===== config.mk =====
export PLATFORM = sky130hd
export DESIGN_NAME = adc_irq_vector
export DESIGN_NICKNAME = d
export VERILOG_FILES = /design/src/hw/adc_irq_pkg.sv /design/src/hw/adc_irq_vector.sv
export SDC_FILE = /design/constraint.sdc
export NUM_CORES = 1
export LEC_CHECK = 0
export BUFFER_PORTS_ARGS = -buffer_cell sky130_fd_sc_hd__clkbuf_2
export CAP_MARGIN = 15
export CORE_ASPECT_RATIO = 0.6
export CORE_UTILIZATION = 35
export DETAILED_ROUTE_END_ITERATION = 10
export SLEW_MARGIN = 20
export SYNTH_ARGS = -nofsm -noshare
export SYNTH_HDL_FRONTEND = slang
export SYNTH_SLANG_ARGS = --single-unit

===== constraint.sdc =====
create_clock -name clk_i -period 12.1 [get_ports clk_i]
set_clock_uncertainty 0.2 [all_clocks]
set_input_delay 2.42 -clock clk_i [delete_from_list [all_inputs] [get_ports clk_i]]
set_output_delay 2.42 -clock clk_i [all_outputs]
set_load 0.1 [all_outputs]

===== src/hw/adc_irq_pkg.sv =====
// Register map, field layout and reset values of the converter interrupt block
package adc_irq_pkg;
  localparam int NUM_INPUTS = 12;
  localparam int NUM_COMPARATORS = 6;
  localparam int NUM_FILTERS = 2;
  localparam logic [11:0] OFS_INPUT_STATUS = 12'h000;
  localparam logic [11:0] OFS_INPUT_CLEAR = 12'h004;
  localparam logic [11:0] OFS_INPUT_ENABLE = 12'h008;
  localparam logic [11:0] OFS_INPUT_MODE = 12'h00C;
  localparam logic [11:0] OFS_MISC_STATUS = 12'h010;
  localparam logic [11:0] OFS_MISC_CLEAR = 12'h014;
  localparam logic [11:0] OFS_MISC_ENABLE = 12'h018;
  localparam logic [11:0] OFS_MISC_MODE = 12'h01C;
  localparam logic [11:0] OFS_VECTOR_BASE = 12'h020;
  localparam logic [11:0] OFS_CONTROL_ONE = 12'h024;
  localparam int SHIFT_LSB = 0;
  localparam int SHIFT_W = 3;
  localparam int MISC_CMP_LSB = 0;
  localparam int MISC_FLT_LSB = 8;
  localparam int MISC_REF_BIT = 12;
  localparam int MISC_FAULT_BIT = 13;
  localparam int MISC_SCAN_BIT = 14;
  localparam int MISC_AWAKE_BIT = 15;
  localparam int MISC_UPD_BIT = 16;
  localparam int MISC_W = 17;
  localparam logic [31:0] RST_ZERO = 32'h0000_0000;
  localparam logic [31:0] RST_MODE_ALL = 32'hFFFF_FFFF;
endpackage


===== src/hw/adc_irq_vector.sv =====
// Interrupt flags, enables, line drivers and vectored base read for the converter
`timescale 1ns/100ps
`default_nettype none

module adc_irq_vector
  import adc_irq_pkg::*;
#(
  parameter int N_IN = NUM_INPUTS,
  parameter int N_CMP = NUM_COMPARATORS,
  parameter int N_FLT = NUM_FILTERS
) (
  input wire logic clk_i,
  input wire logic rst_n_i,
  input wire logic psel_i,
  input wire logic penable_i,
  input wire logic pwrite_i,
  input wire logic [11:0] paddr_i,
  input wire logic [31:0] pwdata_i,
  output logic [31:0] prdata_o,
  output logic pready_o,
  output logic pslverr_o,
  input wire logic [N_IN-1:0] conversion_done_i,
  input wire logic [N_CMP-1:0] comparator_match_i,
  input wire logic [N_FLT-1:0] filter_done_i,
  input wire logic bandgap_ready_i,
  input wire logic reference_ready_i,
  input wire logic bandgap_fault_i,
  input wire logic reference_fault_i,
  input wire logic supply_brownout_i,
  input wire logic scan_complete_i,
  input wire logic converter_woken_i,
  input wire logic update_safe_i,
  output logic [N_IN-1:0] input_irq_o,
  output logic data_ready_irq_line_o,
  output logic comparator_irq_line_o,
  output logic filter_irq_line_o,
  output logic reference_ready_irq_line_o,
  output logic fault_irq_line_o,
  output logic scan_done_irq_line_o,
  output logic converter_awake_irq_line_o,
  output logic config_update_irq_line_o,
  output logic global_irq_o
);

  logic rst_meta;
  logic rst_sync_n;
  logic [N_IN-1:0] input_result_ready;
  logic [N_IN-1:0] input_global_irq_enable;
  logic [N_IN-1:0] input_mode;
  logic [MISC_W-1:0] misc_flag;
  logic [MISC_W-1:0] misc_enable;
  logic [MISC_W-1:0] misc_mode;
  logic [MISC_W-1:0] misc_event;
  logic [31:0] vector_base_reg;
  logic [SHIFT_W-1:0] vector_shift_amount;
  logic ref_both_q;
  logic [3:0] ready_index;
  logic [31:0] vector_read;
  logic [31:0] next_rdata;
  logic wr_en;
  logic rd_en;
  logic addr_ok;
  logic [N_IN-1:0] input_active;
  logic [MISC_W-1:0] misc_active;

  // Reset release through two flops; assertion stays asynchronous
  always_ff @(posedge clk_i or negedge rst_n_i) begin
    if (!rst_n_i) begin
      rst_meta <= 1'b0;
      rst_sync_n <= 1'b0;
    end else begin
      rst_meta <= 1'b1;
      rst_sync_n <= rst_meta;
    end
  end

  // Zero wait state slave: access phase completes in its first cycle
  assign wr_en = psel_i && penable_i && pwrite_i;
  assign rd_en = psel_i && penable_i && !pwrite_i;

  // Gather miscellaneous events; reference ready needs both sources, on rising edge
  always_comb begin
    misc_event = '0;
    misc_event[MISC_CMP_LSB +: N_CMP] = comparator_match_i;
    misc_event[MISC_FLT_LSB +: N_FLT] = filter_done_i;
    misc_event[MISC_REF_BIT] = bandgap_ready_i && reference_ready_i && !ref_both_q;
    misc_event[MISC_FAULT_BIT] = bandgap_fault_i || reference_fault_i || supply_brownout_i;
    misc_event[MISC_SCAN_BIT] = scan_complete_i;
    misc_event[MISC_AWAKE_BIT] = converter_woken_i;
    misc_event[MISC_UPD_BIT] = update_safe_i;
  end

  // Edge memory so a steady ready level does not refire after software clears it
  always_ff @(posedge clk_i or negedge rst_sync_n) begin
    if (!rst_sync_n) begin
      ref_both_q <= 1'b0;
    end else begin
      ref_both_q <= bandgap_ready_i && reference_ready_i;
    end
  end

  // Sticky per-input ready flags; a new conversion wins over a clear in the same cycle
  always_ff @(posedge clk_i or negedge rst_sync_n) begin
    if (!rst_sync_n) begin
      input_result_ready <= RST_ZERO[N_IN-1:0];
    end else begin
      if (wr_en && paddr_i == OFS_INPUT_CLEAR) begin
        input_result_ready <= (input_result_ready & ~pwdata_i[N_IN-1:0])
                              | conversion_done_i;
      end else begin
        input_result_ready <= input_result_ready | conversion_done_i;
      end
    end
  end

  // Sticky miscellaneous flags, set over clear
  always_ff @(posedge clk_i or negedge rst_sync_n) begin
    if (!rst_sync_n) begin
      misc_flag <= RST_ZERO[MISC_W-1:0];
    end else begin
      if (wr_en && paddr_i == OFS_MISC_CLEAR) begin
        misc_flag <= (misc_flag & ~pwdata_i[MISC_W-1:0]) | misc_event;
      end else begin
        misc_flag <= misc_flag | misc_event;
      end
    end
  end

  // Enable and routing registers; mode bit set means the source also joins the global line
  always_ff @(posedge clk_i or negedge rst_sync_n) begin
    if (!rst_sync_n) begin
      input_global_irq_enable <= RST_ZERO[N_IN-1:0];
      input_mode <= RST_MODE_ALL[N_IN-1:0];
      misc_enable <= RST_ZERO[MISC_W-1:0];
      misc_mode <= RST_MODE_ALL[MISC_W-1:0];
      vector_base_reg <= RST_ZERO;
      vector_shift_amount <= RST_ZERO[SHIFT_W-1:0];
    end else if (wr_en) begin
      case (paddr_i)
        OFS_INPUT_ENABLE: input_global_irq_enable <= pwdata_i[N_IN-1:0];
        OFS_INPUT_MODE: input_mode <= pwdata_i[N_IN-1:0];
        OFS_MISC_ENABLE: misc_enable <= pwdata_i[MISC_W-1:0];
        OFS_MISC_MODE: misc_mode <= pwdata_i[MISC_W-1:0];
        OFS_VECTOR_BASE: vector_base_reg <= pwdata_i;
        OFS_CONTROL_ONE: vector_shift_amount <= pwdata_i[SHIFT_LSB +: SHIFT_W];
        default: ;
      endcase
    end
  end

  // Lowest set index wins: scan downward so input zero is assigned last
  always_comb begin
    ready_index = 4'h0;
    for (int i = N_IN - 1; i >= 0; i--) begin
      if (input_result_ready[i]) begin
        ready_index = 4'(i);
      end
    end
  end

  // Sum formed only when read; nothing ever writes it back to the base
  always_comb begin
    if (|input_result_ready) begin
      vector_read = vector_base_reg + (32'(ready_index) << vector_shift_amount);
    end else begin
      vector_read = vector_base_reg;
    end
  end

  // Read mux; clear registers read as zero
  always_comb begin
    addr_ok = 1'b1;
    next_rdata = RST_ZERO;
    case (paddr_i)
      OFS_INPUT_STATUS: next_rdata[N_IN-1:0] = input_result_ready;
      OFS_INPUT_CLEAR: next_rdata = RST_ZERO;
      OFS_INPUT_ENABLE: next_rdata[N_IN-1:0] = input_global_irq_enable;
      OFS_INPUT_MODE: next_rdata[N_IN-1:0] = input_mode;
      OFS_MISC_STATUS: next_rdata[MISC_W-1:0] = misc_flag;
      OFS_MISC_CLEAR: next_rdata = RST_ZERO;
      OFS_MISC_ENABLE: next_rdata[MISC_W-1:0] = misc_enable;
      OFS_MISC_MODE: next_rdata[MISC_W-1:0] = misc_mode;
      OFS_VECTOR_BASE: next_rdata = vector_read;
      OFS_CONTROL_ONE: next_rdata[SHIFT_LSB +: SHIFT_W] = vector_shift_amount;
      default: addr_ok = 1'b0;
    endcase
  end

  // Registered read data, taken in the setup cycle so it is valid in the access phase
  always_ff @(posedge clk_i or negedge rst_sync_n) begin
    if (!rst_sync_n) begin
      prdata_o <= RST_ZERO;
      pready_o <= 1'b0;
      pslverr_o <= 1'b0;
    end else begin
      pready_o <= psel_i && !penable_i;
      pslverr_o <= psel_i && !penable_i && !addr_ok;
      if (psel_i && !penable_i && !pwrite_i) begin
        prdata_o <= next_rdata;
      end
    end
  end

  // Active sources from the stored flags; the flopped lines follow them by one cycle
  assign input_active = input_result_ready & input_global_irq_enable;
  assign misc_active = misc_flag & misc_enable;

  // Individual and global lines, each from a flop
  always_ff @(posedge clk_i or negedge rst_sync_n) begin
    if (!rst_sync_n) begin
      input_irq_o <= '0;
      data_ready_irq_line_o <= 1'b0;
      comparator_irq_line_o <= 1'b0;
      filter_irq_line_o <= 1'b0;
      reference_ready_irq_line_o <= 1'b0;
      fault_irq_line_o <= 1'b0;
      scan_done_irq_line_o <= 1'b0;
      converter_awake_irq_line_o <= 1'b0;
      config_update_irq_line_o <= 1'b0;
      global_irq_o <= 1'b0;
    end else begin
      input_irq_o <= input_active;
      data_ready_irq_line_o <= |input_active;
      comparator_irq_line_o <= |misc_active[MISC_CMP_LSB +: N_CMP];
      filter_irq_line_o <= |misc_active[MISC_FLT_LSB +: N_FLT];
      reference_ready_irq_line_o <= misc_active[MISC_REF_BIT];
      fault_irq_line_o <= misc_active[MISC_FAULT_BIT];
      scan_done_irq_line_o <= misc_active[MISC_SCAN_BIT];
      converter_awake_irq_line_o <= misc_active[MISC_AWAKE_BIT];
      config_update_irq_line_o <= misc_active[MISC_UPD_BIT];
      global_irq_o <= |(input_active & input_mode) | |(misc_active & misc_mode);
    end
  end

  // Flag set by a conversion is seen the next cycle
  property p_input_set;
    @(posedge clk_i) disable iff (!rst_sync_n)
      conversion_done_i[0] |=> input_result_ready[0];
  endproperty
  a_input_set: assert property (p_input_set) else $error("input flag not set");

  property p_input_irq;
    @(posedge clk_i) disable iff (!rst_sync_n)
      (input_result_ready[3] && input_global_irq_enable[3]) |=> input_irq_o[3];
  endproperty
  a_input_irq: assert property (p_input_irq) else $error("input line missing");

  property p_irq_drop;
    @(posedge clk_i) disable iff (!rst_sync_n)
      !input_result_ready[3] |=> !input_irq_o[3];
  endproperty
  a_irq_drop: assert property (p_irq_drop) else $error("line high without flag");

  property p_fault;
    @(posedge clk_i) disable iff (!rst_sync_n)
      supply_brownout_i |=> misc_flag[MISC_FAULT_BIT];
  endproperty
  a_fault: assert property (p_fault) else $error("fault flag not set");

  property p_ref_gate;
    @(posedge clk_i) disable iff (!rst_sync_n)
      (!misc_flag[MISC_REF_BIT] && !(bandgap_ready_i && reference_ready_i))
        |=> !misc_flag[MISC_REF_BIT];
  endproperty
  a_ref_gate: assert property (p_ref_gate) else $error("reference flag set early");

  property p_base_plain;
    @(posedge clk_i) disable iff (!rst_sync_n)
      (input_result_ready == '0) |-> (vector_read == vector_base_reg);
  endproperty
  a_base_plain: assert property (p_base_plain) else $error("base read altered");

  property p_index0;
    @(posedge clk_i) disable iff (!rst_sync_n)
      input_result_ready[0] |-> (vector_read == vector_base_reg);
  endproperty
  a_index0: assert property (p_index0) else $error("input zero not highest");

  property p_base_kept;
    @(posedge clk_i) disable iff (!rst_sync_n)
      !(wr_en && paddr_i == OFS_VECTOR_BASE) |=> $stable(vector_base_reg);
  endproperty
  a_base_kept: assert property (p_base_kept) else $error("base changed by read");

  property p_global;
    @(posedge clk_i) disable iff (!rst_sync_n)
      (misc_active[MISC_SCAN_BIT] && misc_mode[MISC_SCAN_BIT]) |=> global_irq_o;
  endproperty
  a_global: assert property (p_global) else $error("global line missing");

  property p_comparator_set;
    @(posedge clk_i) disable iff (!rst_sync_n)
      comparator_match_i[0] |=> misc_flag[MISC_CMP_LSB];
  endproperty
  a_comparator_set: assert property (p_comparator_set) else $error("match flag not set");

  property p_filter_set;
    @(posedge clk_i) disable iff (!rst_sync_n)
      filter_done_i[1] |=> misc_flag[MISC_FLT_LSB + 1];
  endproperty
  a_filter_set: assert property (p_filter_set) else $error("filter flag not set");

  property p_ref_set;
    @(posedge clk_i) disable iff (!rst_sync_n)
      (bandgap_ready_i && reference_ready_i && !ref_both_q) |=> misc_flag[MISC_REF_BIT];
  endproperty
  a_ref_set: assert property (p_ref_set) else $error("reference flag not set");

  property p_scan_set;
    @(posedge clk_i) disable iff (!rst_sync_n)
      scan_complete_i |=> misc_flag[MISC_SCAN_BIT];
  endproperty
  a_scan_set: assert property (p_scan_set) else $error("scan flag not set");

  property p_awake_set;
    @(posedge clk_i) disable iff (!rst_sync_n)
      converter_woken_i |=> misc_flag[MISC_AWAKE_BIT];
  endproperty
  a_awake_set: assert property (p_awake_set) else $error("awake flag not set");

  property p_update_set;
    @(posedge clk_i) disable iff (!rst_sync_n)
      update_safe_i |=> misc_flag[MISC_UPD_BIT];
  endproperty
  a_update_set: assert property (p_update_set) else $error("update flag not set");

  property p_fault_line;
    @(posedge clk_i) disable iff (!rst_sync_n)
      misc_active[MISC_FAULT_BIT] |=> fault_irq_line_o;
  endproperty
  a_fault_line: assert property (p_fault_line) else $error("fault line missing");

  property p_ready_line;
    @(posedge clk_i) disable iff (!rst_sync_n)
      (|(input_result_ready & input_global_irq_enable)) |=> data_ready_irq_line_o;
  endproperty
  a_ready_line: assert property (p_ready_line) else $error("ready line missing");

  property p_update_drop;
    @(posedge clk_i) disable iff (!rst_sync_n)
      !misc_flag[MISC_UPD_BIT] |=> !config_update_irq_line_o;
  endproperty
  a_update_drop: assert property (p_update_drop) else $error("update line stuck");

  property p_input_clear;
    @(posedge clk_i) disable iff (!rst_sync_n)
      (wr_en && paddr_i == OFS_INPUT_CLEAR && pwdata_i[3] && !conversion_done_i[3])
        |=> !input_result_ready[3];
  endproperty
  a_input_clear: assert property (p_input_clear) else $error("input flag not cleared");

  // Global line must stay low when nothing enabled is routed to it
  property p_global_off;
    @(posedge clk_i) disable iff (!rst_sync_n)
      (((input_active & input_mode) == '0) && ((misc_active & misc_mode) == '0))
        |=> !global_irq_o;
  endproperty
  a_global_off: assert property (p_global_off) else $error("global line spurious");

  property p_vector_two;
    @(posedge clk_i) disable iff (!rst_sync_n)
      (input_result_ready[1:0] == 2'b00 && input_result_ready[2])
        |-> (vector_read == vector_base_reg + (32'h0000_0002 << vector_shift_amount));
  endproperty
  a_vector_two: assert property (p_vector_two) else $error("vector sum wrong");

endmodule // adc_irq_vector
`default_nettype wire


==> metrics.md <==
| Metric | Value |
|---|---|
| Die boundary height | 127 microns |
| RSZ-0062 raised after global routing | false |
| Syn Nets | 896 |
| CTS H-tree depth | 4 |
| Setup Crit Path Kind | in2reg |
| Reg clk slew, reported paths | approximately 0.06 ns |
| Routed via count | between 7000 and 8000 |
| Insertion delay of the later-clocked pin in the worst-skew pair | between 0.4 and 0.5 ns |
| Slew at the pin with the worst max-slew slack | between 1 and 1.5 ns |
| Primary FF master, synth | dfrtp_1 |
| Number of pins exceeding their max-slew limit in the final report | 0 |
| Warnings, synthesis | 0 |
| Internal power of the cells | about 1000 uW |
| Max rail drop VDD | just under 90 uV |
| Post-placement cell count | 1259 |
| Iteration count of the initial detailed-routing pass | 5 |
| Clock buffer depth | 2 |
| Total wirelength of the detailed-routed design | between 20 and 30 mm |
| Area added between synthesis and finish | 17.4% |
| Maxcap violations | 0 |
| Global-route usage over all layers | 0.214 |
| Grt total ovfl | 0 |
| Number of cells produced by synthesis | 807 |
| Final core utilization | 0.422 |
| Effective utilization at floorplan | 0.359 |
| Post-DR wirelength/cell | roughly 21 microns |
| Slew HR | 0.257 |
| Placed cell areas | 10100 sq um |
| Cell area after synthesis | slightly above 9000 sq um |
| Crit path capture | vector_base_reg[27] |
| Outcome | complete, no violations |
| Power share of the combinational group | 0.076 |
| Share of total power in the clock network | 0.453 |
| Worst setup SP type | primary input |
| Post-cts repair resize count | 0 |
| Total power density per cell area | 122 nW/um^2 |
| Fraction of final layout cells with drive strength greater than 1 | 0.341 |
| Root buffer selected by CTS | clkbuf_16 |
| Worst Path Arrival | roughly 4.9 ns |
| Reported leakage power | ~0.0047 uW |
| Net switching share of the total power | 0.244 |
| Vias in the first global route | between 6000 and 7000 |
| Achievable Freq | 0.209 GHz |
| Top-Level Pins | 132 |
| Die width | 211 microns |
| Post-synthesis async set-or-reset flop share | 1.00 |
| Num Clock Sinks | 180 |
| Final Net Count | between 1000 and 1500 |
| Total power draw | 1310 uW |
| Pin count of the biggest net entering global routing | 73 |
| Share of the yosys chip area belonging to registers | 0.497 |
| DIE AREA | between 20000 and 30000 sq um |
| Switch Pwr | around 320 uW |
| Internal reg-to-reg setup slack | roughly 7.6 ns |
| Mean number of vias per cell | 5.53 |
| Number of DRC violations after detailed-routing iteration 0 | around 690 |
| Number of antenna violations at the first check in global routing | 0 |
| Detailed-placement wirelength estimate | a little over 20 mm |
| Critical Path End Type | flip-flop |
| Number of I/O port buffers | about 130 |
| DRC violations left | 0 |
| Sequential group share of total power | 0.470 |
| Number of enable-type register cells in the synthesized netlist | 0 |
| Most common cell after layout, fill and taps aside | dfrtp_1 |
| Post-CTS Hold Fix Bufs | 0 |
| Commonest cells after routing, fill and taps aside | dfrtp_1 (150), clkbuf_2 (131), mux2_2 (89) |
| Final cell count without fillers | 1291 |
| Reg-to-reg startpoint | input_result_ready[7] |
| Number of hold violations in the final report | 0 |
| Required time at the worst-slack endpoint | ~12 ns |
| Synthesized area per cell | approximately 11 sq um |
| Global-route wire length before repair | ~42 mm |
| Flip-flop and latch count after synthesis | 180 |
| Total Neg Setup Slack | 0 ns |
| Terminus of the critical flop-to-flop path | prdata_o[12] |
| Cell row count | 45 |
| Number of setup buffers added after CTS | 0 |
| Remaining antenna violation count after routing | 0 |
| Number of antenna diodes | 0 |
| Post-synth cell types | 72 |
| Class of the tightest hold or removal check | reg2async |
| Routability cong. | roughly 0.87 |
| Min Clock Period, post-route | 4.78 ns |
| TritonCTS buffer count | 17 |
| Critical path peak fanout | 33 |
| Post-route cell area | 10700 sq um |
| Final period utilization | 0.395 |
| Area of the core | approximately 25000 sq um |
| Total setup violations reported at the end of the flow | 0 |
| Worst R2R Path Depth | 11 |
| CTS tree | built |
| Critical Path Start | paddr_i[3] |
==> per-layer routing <==
metal / vias up / GRT usage / wire (microns)
met3: 25 / 0.0556 / 2450
met4: 0 / 0.0571 / 340
li1: 3247 / - / -
met1: 3571 / 0.345 / 14200
met5: - / 0 / 0
met2: 292 / 0.273 / 10700
==> cells in the mapped netlist, types with 13 or more instances <==
cell type,n,area share
a22oi_1,13,0.011
a21o_1,30,0.025
nand3_1,21,0.011
nand2_1,79,0.032
dfstp_2,29,0.083
a21oi_1,19,0.010
mux2_2,89,0.11
xnor2_1,14,0.013
and2_1,18,0.012
nor2_1,32,0.013
xor2_1,14,0.013
nand4_1,13,0.0089
clkbuf_1,19,0.0078
dfrtp_1,151,0.41
nor3_1,17,0.0093
o21ai_0,31,0.017
==> cell families (layout without fill, tap and decap cells) <==
family                   Yosys count  count (layout)  share of synthesized area
AO/OA/AOI/OAI                    180             180                      0.136
XOR/XNOR                          28              28                     0.0268
adder cells (fa/ha/maj)           12              12                     0.0172
buffers and inverters             44             176                     0.0250
flip-flops                       180             180                      0.497
multiplexers                     121             121                      0.159
other                              1               1                   0.000410
AND/OR/NAND/NOR                  241             241                      0.139
==> metrics by stage <==
step,worst slack [ns],hold slack (ns)
after floorplan,6.56,0.131
after global placement,6.93,0.114
after detailed placement,6.86,0.115
after CTS,7.34,0.121
after global routing,7.21,0.143
final,7.32,0.100
==> power by group through the flow <==
stage                     clock network, uW  registers (uW)  logic, uW
final                                   594             617       99.9
after global routing                    630             617        106
after CTS                               606             617        100
after floorplan                           0             669       18.6
after detailed placement                  0             627        100
after global placement                    0             628       99.7
==> how the worst min path moves through the flow <==
stage / end / slack (ns) / startpoint
after floorplan: rst_sync_n / 0.13 / rst_meta
after global routing: input_irq_o[4] / 0.14 / rst_sync_n
after CTS: input_result_ready[4] / 0.12 / rst_sync_n
final: misc_enable[3] / 0.10 / rst_sync_n
after detailed placement: input_irq_o[4] / 0.11 / rst_sync_n
after global placement: input_result_ready[4] / 0.11 / rst_sync_n
==> final cells by class <==
class | count | area, sq um
timing repair buffer | 138 | 708
inverter | 6 | 22.5
clock inverter | 9 | 150
sequential | 180 | 4540
clock buffer | 23 | 478
tap | 352 | 440
fill | 2526 | 14700
multi-input combinational | 583 | 4390
==> worst max-delay path: stages <==
cell and delay [ns]:
clkbuf_2 0.32, or3_1 0.55, or3_4 0.40, nor2_4 0.79
mux2_2 0.42
Power figures use the tool's default switching activity.
